--- config.mk ---
export PLATFORM = sky130hd
export DESIGN_NAME = external_memory_bus_ctrl
export DESIGN_NICKNAME = d
export VERILOG_FILES = /design/src/ext_bus_pkg.sv /design/src/cycle_divider.sv /design/src/external_memory_bus_ctrl.sv
export SDC_FILE = /design/constraint.sdc
export NUM_CORES = 1
export LEC_CHECK = 0
export BUFFER_PORTS_ARGS = -buffer_cell sky130_fd_sc_hd__buf_2
export CORE_MARGIN = 5
export CORE_UTILIZATION = 30
export CTS_BUF_LIST = sky130_fd_sc_hd__clkbuf_8
export DETAILED_ROUTE_END_ITERATION = 6
export PLACE_DENSITY = 0.52
export RECOVER_POWER = 25
export SKIP_CTS_REPAIR_TIMING = 1
export SLEW_MARGIN = 20
export SYNTH_ARGS = -nofsm -noshare
export SYNTH_HDL_FRONTEND = slang
export SYNTH_SLANG_ARGS = --single-unit
--- constraint.sdc ---
create_clock -name i_clock -period 4.1 [get_ports i_clock]
set_clock_uncertainty 0.2 [all_clocks]
set_input_delay 0.615 -clock i_clock [delete_from_list [all_inputs] [get_ports i_clock]]
set_output_delay 0.615 -clock i_clock [all_outputs]
set_load 0.01 [all_outputs]
--- src/ext_bus_pkg.sv ---
// package: offsets, fields, reset values, encodings and carriers of the bus block
package ext_bus_pkg;
   // avalon register offsets (byte addresses, one word each)
   localparam logic [3:0] memory_bus_control_addr = 4'h0; // control word
   localparam logic [3:0] port_g_register_addr = 4'h4; // pull-up controls
   localparam logic [3:0] bus_status_addr = 4'h8; // pin function status
   // memory_bus_control field positions
   localparam int ext_bus_disable_bit = 7; // bus disable bit
   localparam int wait_field_lo = 4; // wait field low bit
   localparam int wait_field_hi = 5; // wait field high bit
   localparam int config_field_lo = 0; // 16-bit config field low bit
   localparam int config_field_hi = 1; // 16-bit config field high bit
   // port_g_register pull-up field positions (active low enables)
   localparam int pullup_j_bit = 5; // port j pull-up
   localparam int pullup_e_bit = 6; // port e pull-up
   localparam int pullup_d_bit = 7; // port d pull-up
   // reset values
   localparam logic [1:0] wait_reset = 2'h3; // three instruction cycles
   localparam logic [1:0] config_reset = 2'h0; // first configuration
   localparam logic [2:0] pullup_reset = 3'h7; // all pull-ups disabled
   // 16-bit configuration codes; fourth code reserved
   localparam logic [1:0] cfg_byte_write = 2'h0; // byte write
   localparam logic [1:0] cfg_word_write = 2'h1; // word write
   localparam logic [1:0] cfg_byte_select = 2'h2; // byte select
   // instruction cycle: four clocks
   localparam logic [1:0] clocks_per_cycle_m1 = 2'h3; // divider end count
   // bus cycle phases
   typedef enum logic [2:0] {
      ph_idle,
      ph_addr,
      ph_data,
      ph_wait
   } bus_phase_type;
   // cpu access request carrier
   typedef struct packed {
      logic valid; // access pending
      logic write; // table write
      logic table_op; // table read or write (not a fetch)
      logic [19:0] addr; // byte address
      logic [15:0] wdata; // write data
      logic high_byte; // byte lane for byte writes (1 = high)
      logic word; // full 16-bit write
   } cpu_req_type;
   // external pin carrier
   typedef struct packed {
      logic [15:0] ad_out; // multiplexed address/data out
      logic [15:0] ad_oe; // per-line drive enable
      logic [3:0] upper_addr; // upper address lines
      logic upper_oe; // upper lines drive as bus
      logic chip_enable_n; // chip enable
      logic output_enable_n; // output enable
      logic write_strobe_high_n; // high write strobe
      logic write_strobe_low_n; // low write strobe
      logic high_byte_strobe_n; // high byte strobe
      logic low_byte_strobe_n; // low byte strobe
      logic addr_latch; // address latch enable
      logic byte_addr_bit; // byte address line
   } bus_pins_type;
endpackage

--- src/cycle_divider.sv ---
// instruction-cycle enable divider
`timescale 1ns/100ps
module cycle_divider (
   input wire logic i_clock, // system clock
   input wire logic i_rst_n, // sync reset, active low
   output logic o_cycle_en // one-cycle pulse per instruction cycle
);
   // divider state
   typedef struct packed {
      logic [1:0] count; // clock count within a cycle
   } div_state_type;
   div_state_type state_reg;
   div_state_type state_next;

   // count clocks and wrap at cycle end
   always_comb begin
      state_next = state_reg;
      if (state_reg.count == ext_bus_pkg::clocks_per_cycle_m1) begin
         state_next.count = 2'h0;
      end else begin
         state_next.count = state_reg.count + 2'h1;
      end
   end

   // register with synchronous reset
   always_ff @(posedge i_clock) begin
      if (!i_rst_n) begin
         state_reg <= '0;
      end else begin
         state_reg <= state_next;
      end
   end

   assign o_cycle_en = (state_reg.count == ext_bus_pkg::clocks_per_cycle_m1);
endmodule

--- src/external_memory_bus_ctrl.sv ---
// external program memory bus controller with avalon register slave
//
// Our own choices: the Avalon-MM interface to the registers and the register addresses.
`timescale 1ns/100ps
module external_memory_bus_ctrl (
   input wire logic i_clock, // 50 MHz clock
   input wire logic i_rst_n, // sync reset, active low
   input wire logic [3:0] i_avs_address, // avalon byte address
   input wire logic i_avs_read, // avalon read
   input wire logic i_avs_write, // avalon write
   input wire logic [31:0] i_avs_writedata, // avalon write data
   output logic [31:0] o_avs_readdata, // avalon read data
   output logic o_avs_waitrequest, // avalon wait
   input wire logic i_extended_mode, // 1 = extended program memory mode
   input wire logic i_wait_enable, // wait-state configuration bit
   input wire logic i_addr_width_20, // 1 = 20-bit address, 0 = 16-bit
   input wire logic i_sleep, // device in sleep
   input wire logic i_exec_external, // cpu executing from external memory
   input wire ext_bus_pkg::cpu_req_type i_req, // cpu fetch/table request
   output logic o_req_done, // access finished pulse
   output logic [15:0] o_rdata, // read word
   input wire logic [15:0] i_ad_in, // ad pin input (async)
   output ext_bus_pkg::bus_pins_type o_pins, // bus pin drive
   output logic o_bus_owns_pins, // pins carry bus function
   output logic [2:0] o_pullup_n // pull-ups d,e,j, active low
);
   // full module state
   typedef struct packed {
      // software fields
      logic ext_bus_disable; // programmed bus disable
      logic disable_active; // disable as seen by pins
      logic [1:0] wait_sel; // wait field
      logic [1:0] config_sel; // 16-bit config field
      logic [2:0] pullup_n; // pull-up controls

      // sequencer
      ext_bus_pkg::bus_phase_type phase; // bus cycle phase
      logic [1:0] wait_left; // wait cycles remaining minus one
      logic done; // access done pulse
      logic [15:0] rdata; // captured read data
      logic [31:0] readdata; // avalon read data
      logic ack; // avalon answer cycle

      // pin input synchroniser
      logic [15:0] ad_s1; // pin sync stage 1
      logic [15:0] ad_s2; // pin sync stage 2
      logic [15:0] ad_s3; // pin sync stage 3
      logic [15:0] ad_stable; // agreed pin value

      // pin image
      ext_bus_pkg::bus_pins_type pins; // registered pins
   } ctrl_state_type;
   ctrl_state_type state_reg;
   ctrl_state_type state_next;

   logic cycle_en; // instruction cycle pulse
   logic access; // avalon access pending
   logic in_bus; // pins on bus function

   // instruction cycle divider
   // four clocks per cycle, one pulse each
   cycle_divider u_div (
      .i_clock(i_clock),
      .i_rst_n(i_rst_n),
      .o_cycle_en(cycle_en)
   );

   // effective wait from field and enable
   // field value is the cycle count itself
   function automatic logic [1:0] wait_cycles(input logic en,
                                               input logic [1:0] sel);
      wait_cycles = en ? sel : 2'h0;
   endfunction

   // idle pin image: data released, strobes high, latch low
   // also loaded at reset and after every access
   function automatic ext_bus_pkg::bus_pins_type idle_pins();
      ext_bus_pkg::bus_pins_type p;
      // ad drive enables off, lines float
      p = '0;
      p.chip_enable_n = 1'b1;
      p.output_enable_n = 1'b1;
      p.write_strobe_high_n = 1'b1;
      p.write_strobe_low_n = 1'b1;
      p.high_byte_strobe_n = 1'b1;
      p.low_byte_strobe_n = 1'b1;
      idle_pins = p;
   endfunction

   // a read and a write never come together
   assign access = i_avs_read | i_avs_write;

   // pins owned by bus: extended mode, not disabled, or active access
   // an access under way keeps the bus
   // on-chip mode never gives it the pins
   assign in_bus = i_extended_mode &&
                   (!state_reg.disable_active ||
                    state_reg.phase != ext_bus_pkg::ph_idle);

   // next-state logic
   // slave, disable tracker and sequencer own
   // separate fields of the one state copy
   always_comb begin
      state_next = state_reg;
      state_next.done = 1'b0;
      state_next.ack = 1'b0;
      // three-stage pin synchroniser; change once stages two and three agree
      // a line toggling each clock never agrees
      // agreed value stands until lines settle
      state_next.ad_s1 = i_ad_in;
      state_next.ad_s2 = state_reg.ad_s1;
      state_next.ad_s3 = state_reg.ad_s2;
      if (state_reg.ad_s2 == state_reg.ad_s3) begin
         state_next.ad_stable = state_reg.ad_s3;
      end

      // avalon slave: one wait cycle then answer
      // the ack cycle blocks a second take
      // a write lands as the request is taken
      if (access && !state_reg.ack) begin
         state_next.ack = 1'b1;
         state_next.readdata = 32'h0;
         case (i_avs_address)
            // control word
            ext_bus_pkg::memory_bus_control_addr: begin
               state_next.readdata[ext_bus_pkg::ext_bus_disable_bit] =
                  state_reg.ext_bus_disable;
               state_next.readdata[ext_bus_pkg::wait_field_hi:
                                   ext_bus_pkg::wait_field_lo] =
                  state_reg.wait_sel;
               state_next.readdata[ext_bus_pkg::config_field_hi:
                                   ext_bus_pkg::config_field_lo] =
                  state_reg.config_sel;
               // writes dropped in on-chip-only mode
               if (i_avs_write && i_extended_mode) begin
                  state_next.ext_bus_disable =
                     i_avs_writedata[ext_bus_pkg::ext_bus_disable_bit];
                  state_next.wait_sel = i_avs_writedata[
                     ext_bus_pkg::wait_field_hi:
                     ext_bus_pkg::wait_field_lo];
                  state_next.config_sel = i_avs_writedata[
                     ext_bus_pkg::config_field_hi:
                     ext_bus_pkg::config_field_lo];
               end
            end

            // pull-ups writable in every mode
            ext_bus_pkg::port_g_register_addr: begin
               state_next.readdata[ext_bus_pkg::pullup_d_bit:
                                   ext_bus_pkg::pullup_j_bit] =
                  state_reg.pullup_n;
               if (i_avs_write) begin
                  state_next.pullup_n = i_avs_writedata[
                     ext_bus_pkg::pullup_d_bit:
                     ext_bus_pkg::pullup_j_bit];
               end
            end

            // read-only view of pin function
            ext_bus_pkg::bus_status_addr: begin
               state_next.readdata[0] = in_bus;
               state_next.readdata[1] = state_reg.disable_active;
               state_next.readdata[2] =
                  state_reg.phase != ext_bus_pkg::ph_idle;
            end

            // any other offset
            default: begin
               state_next.readdata = 32'h0; // unmapped reads zero
            end
         endcase
      end

      // disable reaches pins only from internal execution
      // clearing it returns the bus at once
      if (!state_reg.ext_bus_disable) begin
         state_next.disable_active = 1'b0;
      end else if (!i_exec_external) begin
         state_next.disable_active = 1'b1;
      end

      // bus cycle, stepped per instruction cycle
      // the cpu holds its request until done
      // address and data phases last one instruction cycle each
      if (cycle_en) begin
         case (state_reg.phase)
            ext_bus_pkg::ph_idle: begin
               // on-chip mode and sleep hold requests off
               if (i_req.valid && i_extended_mode && !i_sleep) begin
                  // address phase: latch high, address on ad
                  state_next.phase = ext_bus_pkg::ph_addr;
                  state_next.pins = idle_pins();
                  state_next.pins.chip_enable_n = 1'b0;
                  state_next.pins.addr_latch = 1'b1;
                  state_next.pins.ad_out = i_req.addr[16:1];
                  state_next.pins.ad_oe = 16'hffff;
                  state_next.pins.upper_addr = i_req.addr[19:16];
                  // upper lines stay ports at 16 bits
                  state_next.pins.upper_oe = i_addr_width_20;
                  if (state_reg.config_sel ==
                      ext_bus_pkg::cfg_byte_select) begin
                     state_next.pins.byte_addr_bit = i_req.addr[0];
                  end
               end else begin
                  state_next.pins = idle_pins();
               end
            end

            // data phase setup
            ext_bus_pkg::ph_addr: begin
               state_next.phase = ext_bus_pkg::ph_data;
               state_next.pins.addr_latch = 1'b0;
               if (i_req.write) begin
                  state_next.pins.ad_out = i_req.wdata;
                  // reserved code drives no strobe
                  case (state_reg.config_sel)
                     // lane by its write strobe
                     ext_bus_pkg::cfg_byte_write: begin
                        state_next.pins.write_strobe_high_n =
                           !(i_req.word || i_req.high_byte);
                        state_next.pins.write_strobe_low_n =
                           !(i_req.word || !i_req.high_byte);
                     end
                     // both lanes together
                     ext_bus_pkg::cfg_word_write: begin
                        state_next.pins.write_strobe_high_n = 1'b0;
                        state_next.pins.write_strobe_low_n = 1'b0;
                     end
                     // lanes by the byte strobes
                     ext_bus_pkg::cfg_byte_select: begin
                        state_next.pins.write_strobe_high_n = 1'b0;
                        state_next.pins.write_strobe_low_n = 1'b0;
                        state_next.pins.high_byte_strobe_n =
                           !(i_req.word || i_req.high_byte);
                        state_next.pins.low_byte_strobe_n =
                           !(i_req.word || !i_req.high_byte);
                     end
                     default: begin
                        state_next.pins.write_strobe_high_n = 1'b1;
                        state_next.pins.write_strobe_low_n = 1'b1;
                     end
                  endcase
               end else begin
                  // read: ad released for the memory
                  // both bytes driven together as one word
                  state_next.pins.ad_oe = 16'h0;
                  state_next.pins.output_enable_n = 1'b0;
                  state_next.pins.high_byte_strobe_n = 1'b0;
                  state_next.pins.low_byte_strobe_n = 1'b0;
               end
            end

            // capture, then end or append waits
            ext_bus_pkg::ph_data: begin
               // agreed word of this edge; the register
               // lags a clock and a zero-wait read needs it
               state_next.rdata = state_next.ad_stable;
               if (i_req.table_op &&
                   wait_cycles(i_wait_enable, state_reg.wait_sel) !=
                   2'h0) begin
                  // table operations only
                  state_next.phase = ext_bus_pkg::ph_wait;
                  // owed cycles minus one, as the count runs down to zero
                  state_next.wait_left =
                     wait_cycles(i_wait_enable, state_reg.wait_sel) - 2'h1;
               end else begin
                  state_next.phase = ext_bus_pkg::ph_idle;
                  state_next.done = 1'b1;
                  state_next.pins = idle_pins();
               end
            end

            ext_bus_pkg::ph_wait: begin
               // strobes held through appended wait cycles
               state_next.rdata = state_next.ad_stable;
               // last owed cycle ends the access
               if (state_reg.wait_left == 2'h0) begin
                  state_next.phase = ext_bus_pkg::ph_idle;
                  state_next.done = 1'b1;
                  state_next.pins = idle_pins();
               end else begin
                  state_next.wait_left = state_reg.wait_left - 2'h1;
               end
            end
            default: begin
               state_next.phase = ext_bus_pkg::ph_idle;
            end
         endcase
      end

      // chip enable always released asleep
      // the sequence itself ends normally
      if (i_sleep) begin
         state_next.pins.chip_enable_n = 1'b1;
      end
   end

   // state register, synchronous reset
   // defaults: wait three, pull-ups off, pins idle
   always_ff @(posedge i_clock) begin
      if (!i_rst_n) begin
         // every field cleared, then defaults
         state_reg <= '0;
         state_reg.wait_sel <= ext_bus_pkg::wait_reset;
         state_reg.config_sel <= ext_bus_pkg::config_reset;
         state_reg.pullup_n <= ext_bus_pkg::pullup_reset;
         state_reg.pins <= idle_pins();
      end else begin
         state_reg <= state_next;
      end
   end

   // avalon answer: waitrequest low in the ack cycle
   // data outputs and done are flip-flops, waitrequest not
   assign o_avs_waitrequest = access && !state_reg.ack;
   assign o_avs_readdata = state_reg.readdata;
   assign o_req_done = state_reg.done;
   assign o_rdata = state_reg.rdata;

   // bus pins take priority over every other pin function
   assign o_bus_owns_pins = in_bus;
   assign o_pins = state_reg.pins;
   assign o_pullup_n = state_reg.pullup_n;
endmodule

# Word level (Yosys, flattened, before mapping)
# Index checks and enable logic that the tools add are counted.
dict set report word_totals {
  reg_bits 150
  latch_bits 0
  ramBits 0
  mem_bits_ro 0
  input_bits 102
  output_inout_bits 99
  n_memories 0
}
dict set report classes {
  addsub 3
  mul 0
  n_div 0
  order_cmp 0
  eq_ne 17
  shifts 0
  mux 33
  bitwise 2
  n_reduce_logical 39
}
# cell n
set ops {}
lappend ops {{2-to-1 mux 45 bit} 3}
lappend ops {{one-hot mux 32 bit (4 select lines)} 1}
lappend ops {{2-to-1 mux 16 bit} 3}
lappend ops {{one-hot mux 19 bit (2 select lines)} 1}
lappend ops {{one-hot mux 6 bit (4 select lines)} 1}
lappend ops {{one-hot mux 6 bit (3 select lines)} 1}
lappend ops {{equality test 16 bit} 1}
lappend ops {{AND reduction 5 bit} 3}
lappend ops {{2-to-1 mux 2 bit} 7}
lappend ops {{inequality test 2 bit, second input constant} 7}
lappend ops {{one-hot mux 3 bit (4 select lines)} 1}
lappend ops {{AND reduction 4 bit} 3}
lappend ops {{AND reduction 3 bit} 3}
lappend ops {{2-to-1 mux 1 bit} 8}
lappend ops {{one-hot mux 2 bit (2 select lines)} 2}
lappend ops {{equality test 3 x 2 -> 1 bit, second input constant} 2}
lappend ops {{logical AND 1 bit} 6}
lappend ops {{zero test 1 bit} 6}
lappend ops {{2-to-1 mux 3 bit} 2}
lappend ops {{AND reduction 2 bit} 3}
lappend ops {{nonzero test 3 bit} 2}
lappend ops {{OR reduction 2 bit} 3}
lappend ops {{equality test 2 bit, second input constant} 2}
lappend ops {{equality test 4 x 3 -> 1 bit, second input constant} 1}
lappend ops {{16 further kinds} 22}

# Depth between registers and ports, before layout
dict set report depth {
  word_depth 6
  ltp_mapped 8
}

# Modules after synthesis
# From an unflattened synthesis, not the netlist that was laid out.
dict set report unflattened {
  hier_cells 628
  hier_area_um2 5800.6
}
# mod n_inst cells_each area_per_inst_um2 seq_area_each_um2
set by_module_without_submodules {}
lappend by_module_without_submodules {external_memory_bus_ctrl 1 623 5726.7 2642.5}
lappend by_module_without_submodules {cycle_divider 1 5 73.8 40.0}

# Worst setup path after synthesis
# OpenSTA, ideal clock, no wires.
dict set report synth_path {
  kind {input-to-output}
  start {in i_avs_read}
  end {out o_avs_waitrequest}
  arrival_ps 1237
  t_required_ps 3285
  setup_slack_ps 2048
  stages 4
  path_cell_list {nor2_1 or2_2 clkbuf_1 clkinv_1}
}
dict set report synth_between {
  elab_chain_len 2
}
# element line_no
set synth_lines {}
lappend synth_lines {{start, declared} external_memory_bus_ctrl.sv:9} ;# input wire logic i_avs_read,
lappend synth_lines {{bitwise OR 1 bit} external_memory_bus_ctrl.sv:91} ;# assign access = i_avs_read | i_avs_write;
lappend synth_lines {{logical AND 1 bit} external_memory_bus_ctrl.sv:315} ;# assign o_avs_waitrequest = access && !state_reg.ack;
lappend synth_lines {{end, declared} external_memory_bus_ctrl.sv:13} ;# output logic o_avs_waitrequest,
# Every way passes these cells.

# Final worst setup path
# Same ends and word-level chain as after synthesis.

==> impl_metrics.json <==
{
  "core_area_mm2": 0.0188,
  "synth_commonest_cells": "134 x dfxtp_1, 96 x buf_4, 51 x and2_1",
  "grt.total_usage_pct": 11.4,
  "crit_buf_inv": 3,
  "cts_tree": "yes",
  "syn2layout_area_growth_pct": 12.4,
  "tightest_slew_ps": 877,
  "register_area_mm2": 0.00268,
  "tns_ps": 0,
  "grt_max_degree": 80,
  "hold_class": "in2reg",
  "finalHoldViolCount": 0,
  "synthCells": 625,
  "synthTopCellsByArea": "dfxtp_1 46%, buf_4 12%, and2_1 5.5%",
  "syn-cell-area_mm2": 0.00578,
  "drive_above_1_share_pct": 27.1,
  "initial_core_util_pct": 30.7,
  "avgSynthCellArea_um2": 9.25,
  "maxCapViolCount": 0,
  "firstDrtPassIters": 4,
  "ys_ff_latch": 134,
  "p_leak_nw": 3.08,
  "peakVddDrop_mv": 0.171,
  "ant_nets": 0,
  "cts_max_path_buffers": 2,
  "min_period_ps": 2750,
  "dpl_cell_area_mm2": 0.00613,
  "seq_area_frac_synth_pct": 46.4,
  "drv_slew": 0,
  "fp-row-count": 50,
  "cts-htree-levels": 4,
  "cp_slowest_cell": "or2_0",
  "totalWireLength_um": 12700,
  "cpMostUsedCell": "buf_2",
  "crit_path_max_fanout": 8,
  "cp_top_family": "buffers and inverters",
  "die_x_um": 149,
  "synth_cell_types": 46,
  "clkTransAtPathRegs_ps": 90,
  "grt_pass1_vias": 3762,
  "largest_reg_flops": 43,
  "pre_cts_ws_ps": 1560,
  "antenna_found_initial": 0,
  "ys.flop_type": "dfxtp_1",
  "dpl.hpwl_um": 9000,
  "drcViolationCount": 0,
  "end_kind": "output port",
  "cts_buffers": 17,
  "routed-via-count": 4068,
  "start_kind": "primary input",
  "die_area_mm2": 0.0221,
  "io_pins": 201,
  "routabilityCongestion": 0.742,
  "yosysMostFrequentCell": "dfxtp_1",
  "synth_area_leader_cell": "dfxtp_1",
  "ys_warn_count": 0,
  "cp_cell_sequence": "buf_2 -> nor2_1 -> or2_0 -> clkinv_1 -> buf_2",
  "slew_headroom_pct": 41.5,
  "ys_async_sr_fraction_pct": 0,
  "rrSetupSlack_ps": 1650,
  "wl_per_cell_um": 13.2,
  "viasPerCell": 4.22,
  "drt-initial-drc-count": 97,
  "setup_viol": 0,
  "critPathRequiredTime_ps": 3280,
  "multi_input_area_mm2": 0.00224,
  "grt_pass1_wl_um": 20000,
  "crit_type": "in2out",
  "stdcell_area_mm2": 0.00650,
  "status": "complete, no violations",
  "p_per_area_mw_per_mm2": 405,
  "max_clock_freq_mhz": 364,
  "fillers": 2003,
  "min_period_over_period_pct": 67.0,
  "diodes": 0,
  "synth_enable_flop_cells": 0,
  "grt_overflow": 0,
  "max_stage_delay_ps": 470,
  "clk_latency_ps": 440,
  "worst_slack_ps": 1350,
  "die_height_um": 149,
  "synth_top_area_share_pct": 46.4,
  "grt_setup_unrepaired": "no",
  "cp.arrival_ps": 1930,
  "root_buffer": "clkbuf_8",
  "nNetsFinal": 796,
  "portBuffers": 149,
  "cts.sinks": 134
}
-- report_power, final --
part	switching (mW)	internal, mW
sequential	0.0183	1.34
clock	0.599	0.467
combinational	0.119	0.0880
total	0.736	1.89
-- through the flow --
stage          instances  util, %  power (mW)  hold WS (ps)
6_report             964     34.5        2.63           142
5_1_grt              964     34.5        2.76           107
4_1_cts              964     34.5        2.68           102
3_5_place_dp         932     32.5        1.60           218
3_3_place_gp         932     32.5        1.60           215
2_1_floorplan        649        -        1.55           205
-- cells in the final DEF (no fill, tap or decap), types with 3 or more instances in the layout --
master    count
buf_2       147
dfxtp_1     134
and2_1       42
o21ai_0      41
a21oi_1      38
nand2_1      27
nor2b_1      27
nor2_1       25
mux2i_1      25
conb_1       25
inv_1        21
xor2_1       18
clkbuf_8     18
a311oi_1     15
a21boi_0     13
and2_0        9
nand3_1       7
inv_6         7
nor4_1        6
buf_4         6
o211ai_1      5
inv_8         5
and3_1        3
nand2b_1      3
ha_1          3
-- path summary, 6_finish.rpt --
path	depth (start not counted)	end	startpoint
worst max-delay path	5	o_avs_waitrequest	i_avs_read
worst min-delay path	2	state_reg[171]	i_exec_external
worst max register to register	5	o_rdata[9]	state_next[62]
worst min register to register	1	u_div.state_reg[0]	u_div.state_reg[0]
-- cell type report --
cell class                      instances  area share [%]
Clock inverter                         14            2.00
Inverter                               22            1.27
Clock buffer                           18            3.81
Tap cell                              260            5.01
Multi-Input combinational cell        361            34.5
Timing Repair Buffer                  155            12.1
Sequential cell                       134            41.3
-- logic make-up after synthesis --
group | count (synthesis) | share of synthesized area, %
compound gates | 124 | 13.4
xor+xnor | 18 | 2.73
fa+ha+maj | 3 | 0.649
buf+inv | 154 | 16.5
flops | 134 | 46.4
mux | 27 | 4.72
other cells | 1 | 0.0649
simple gates | 164 | 15.6
-- routing by layer --
layer | vias up | share of wire, % | track usage [%]
met1 | 1800 | 48 | 15.3
met4 | 0 | 1.3 | 4.12
met2 | 143 | 42 | 17.2
met5 | - | 0 | 0
li1 | 2108 | - | -
met3 | 17 | 8.2 | 3.89
(Power assumes the default switching activity.)
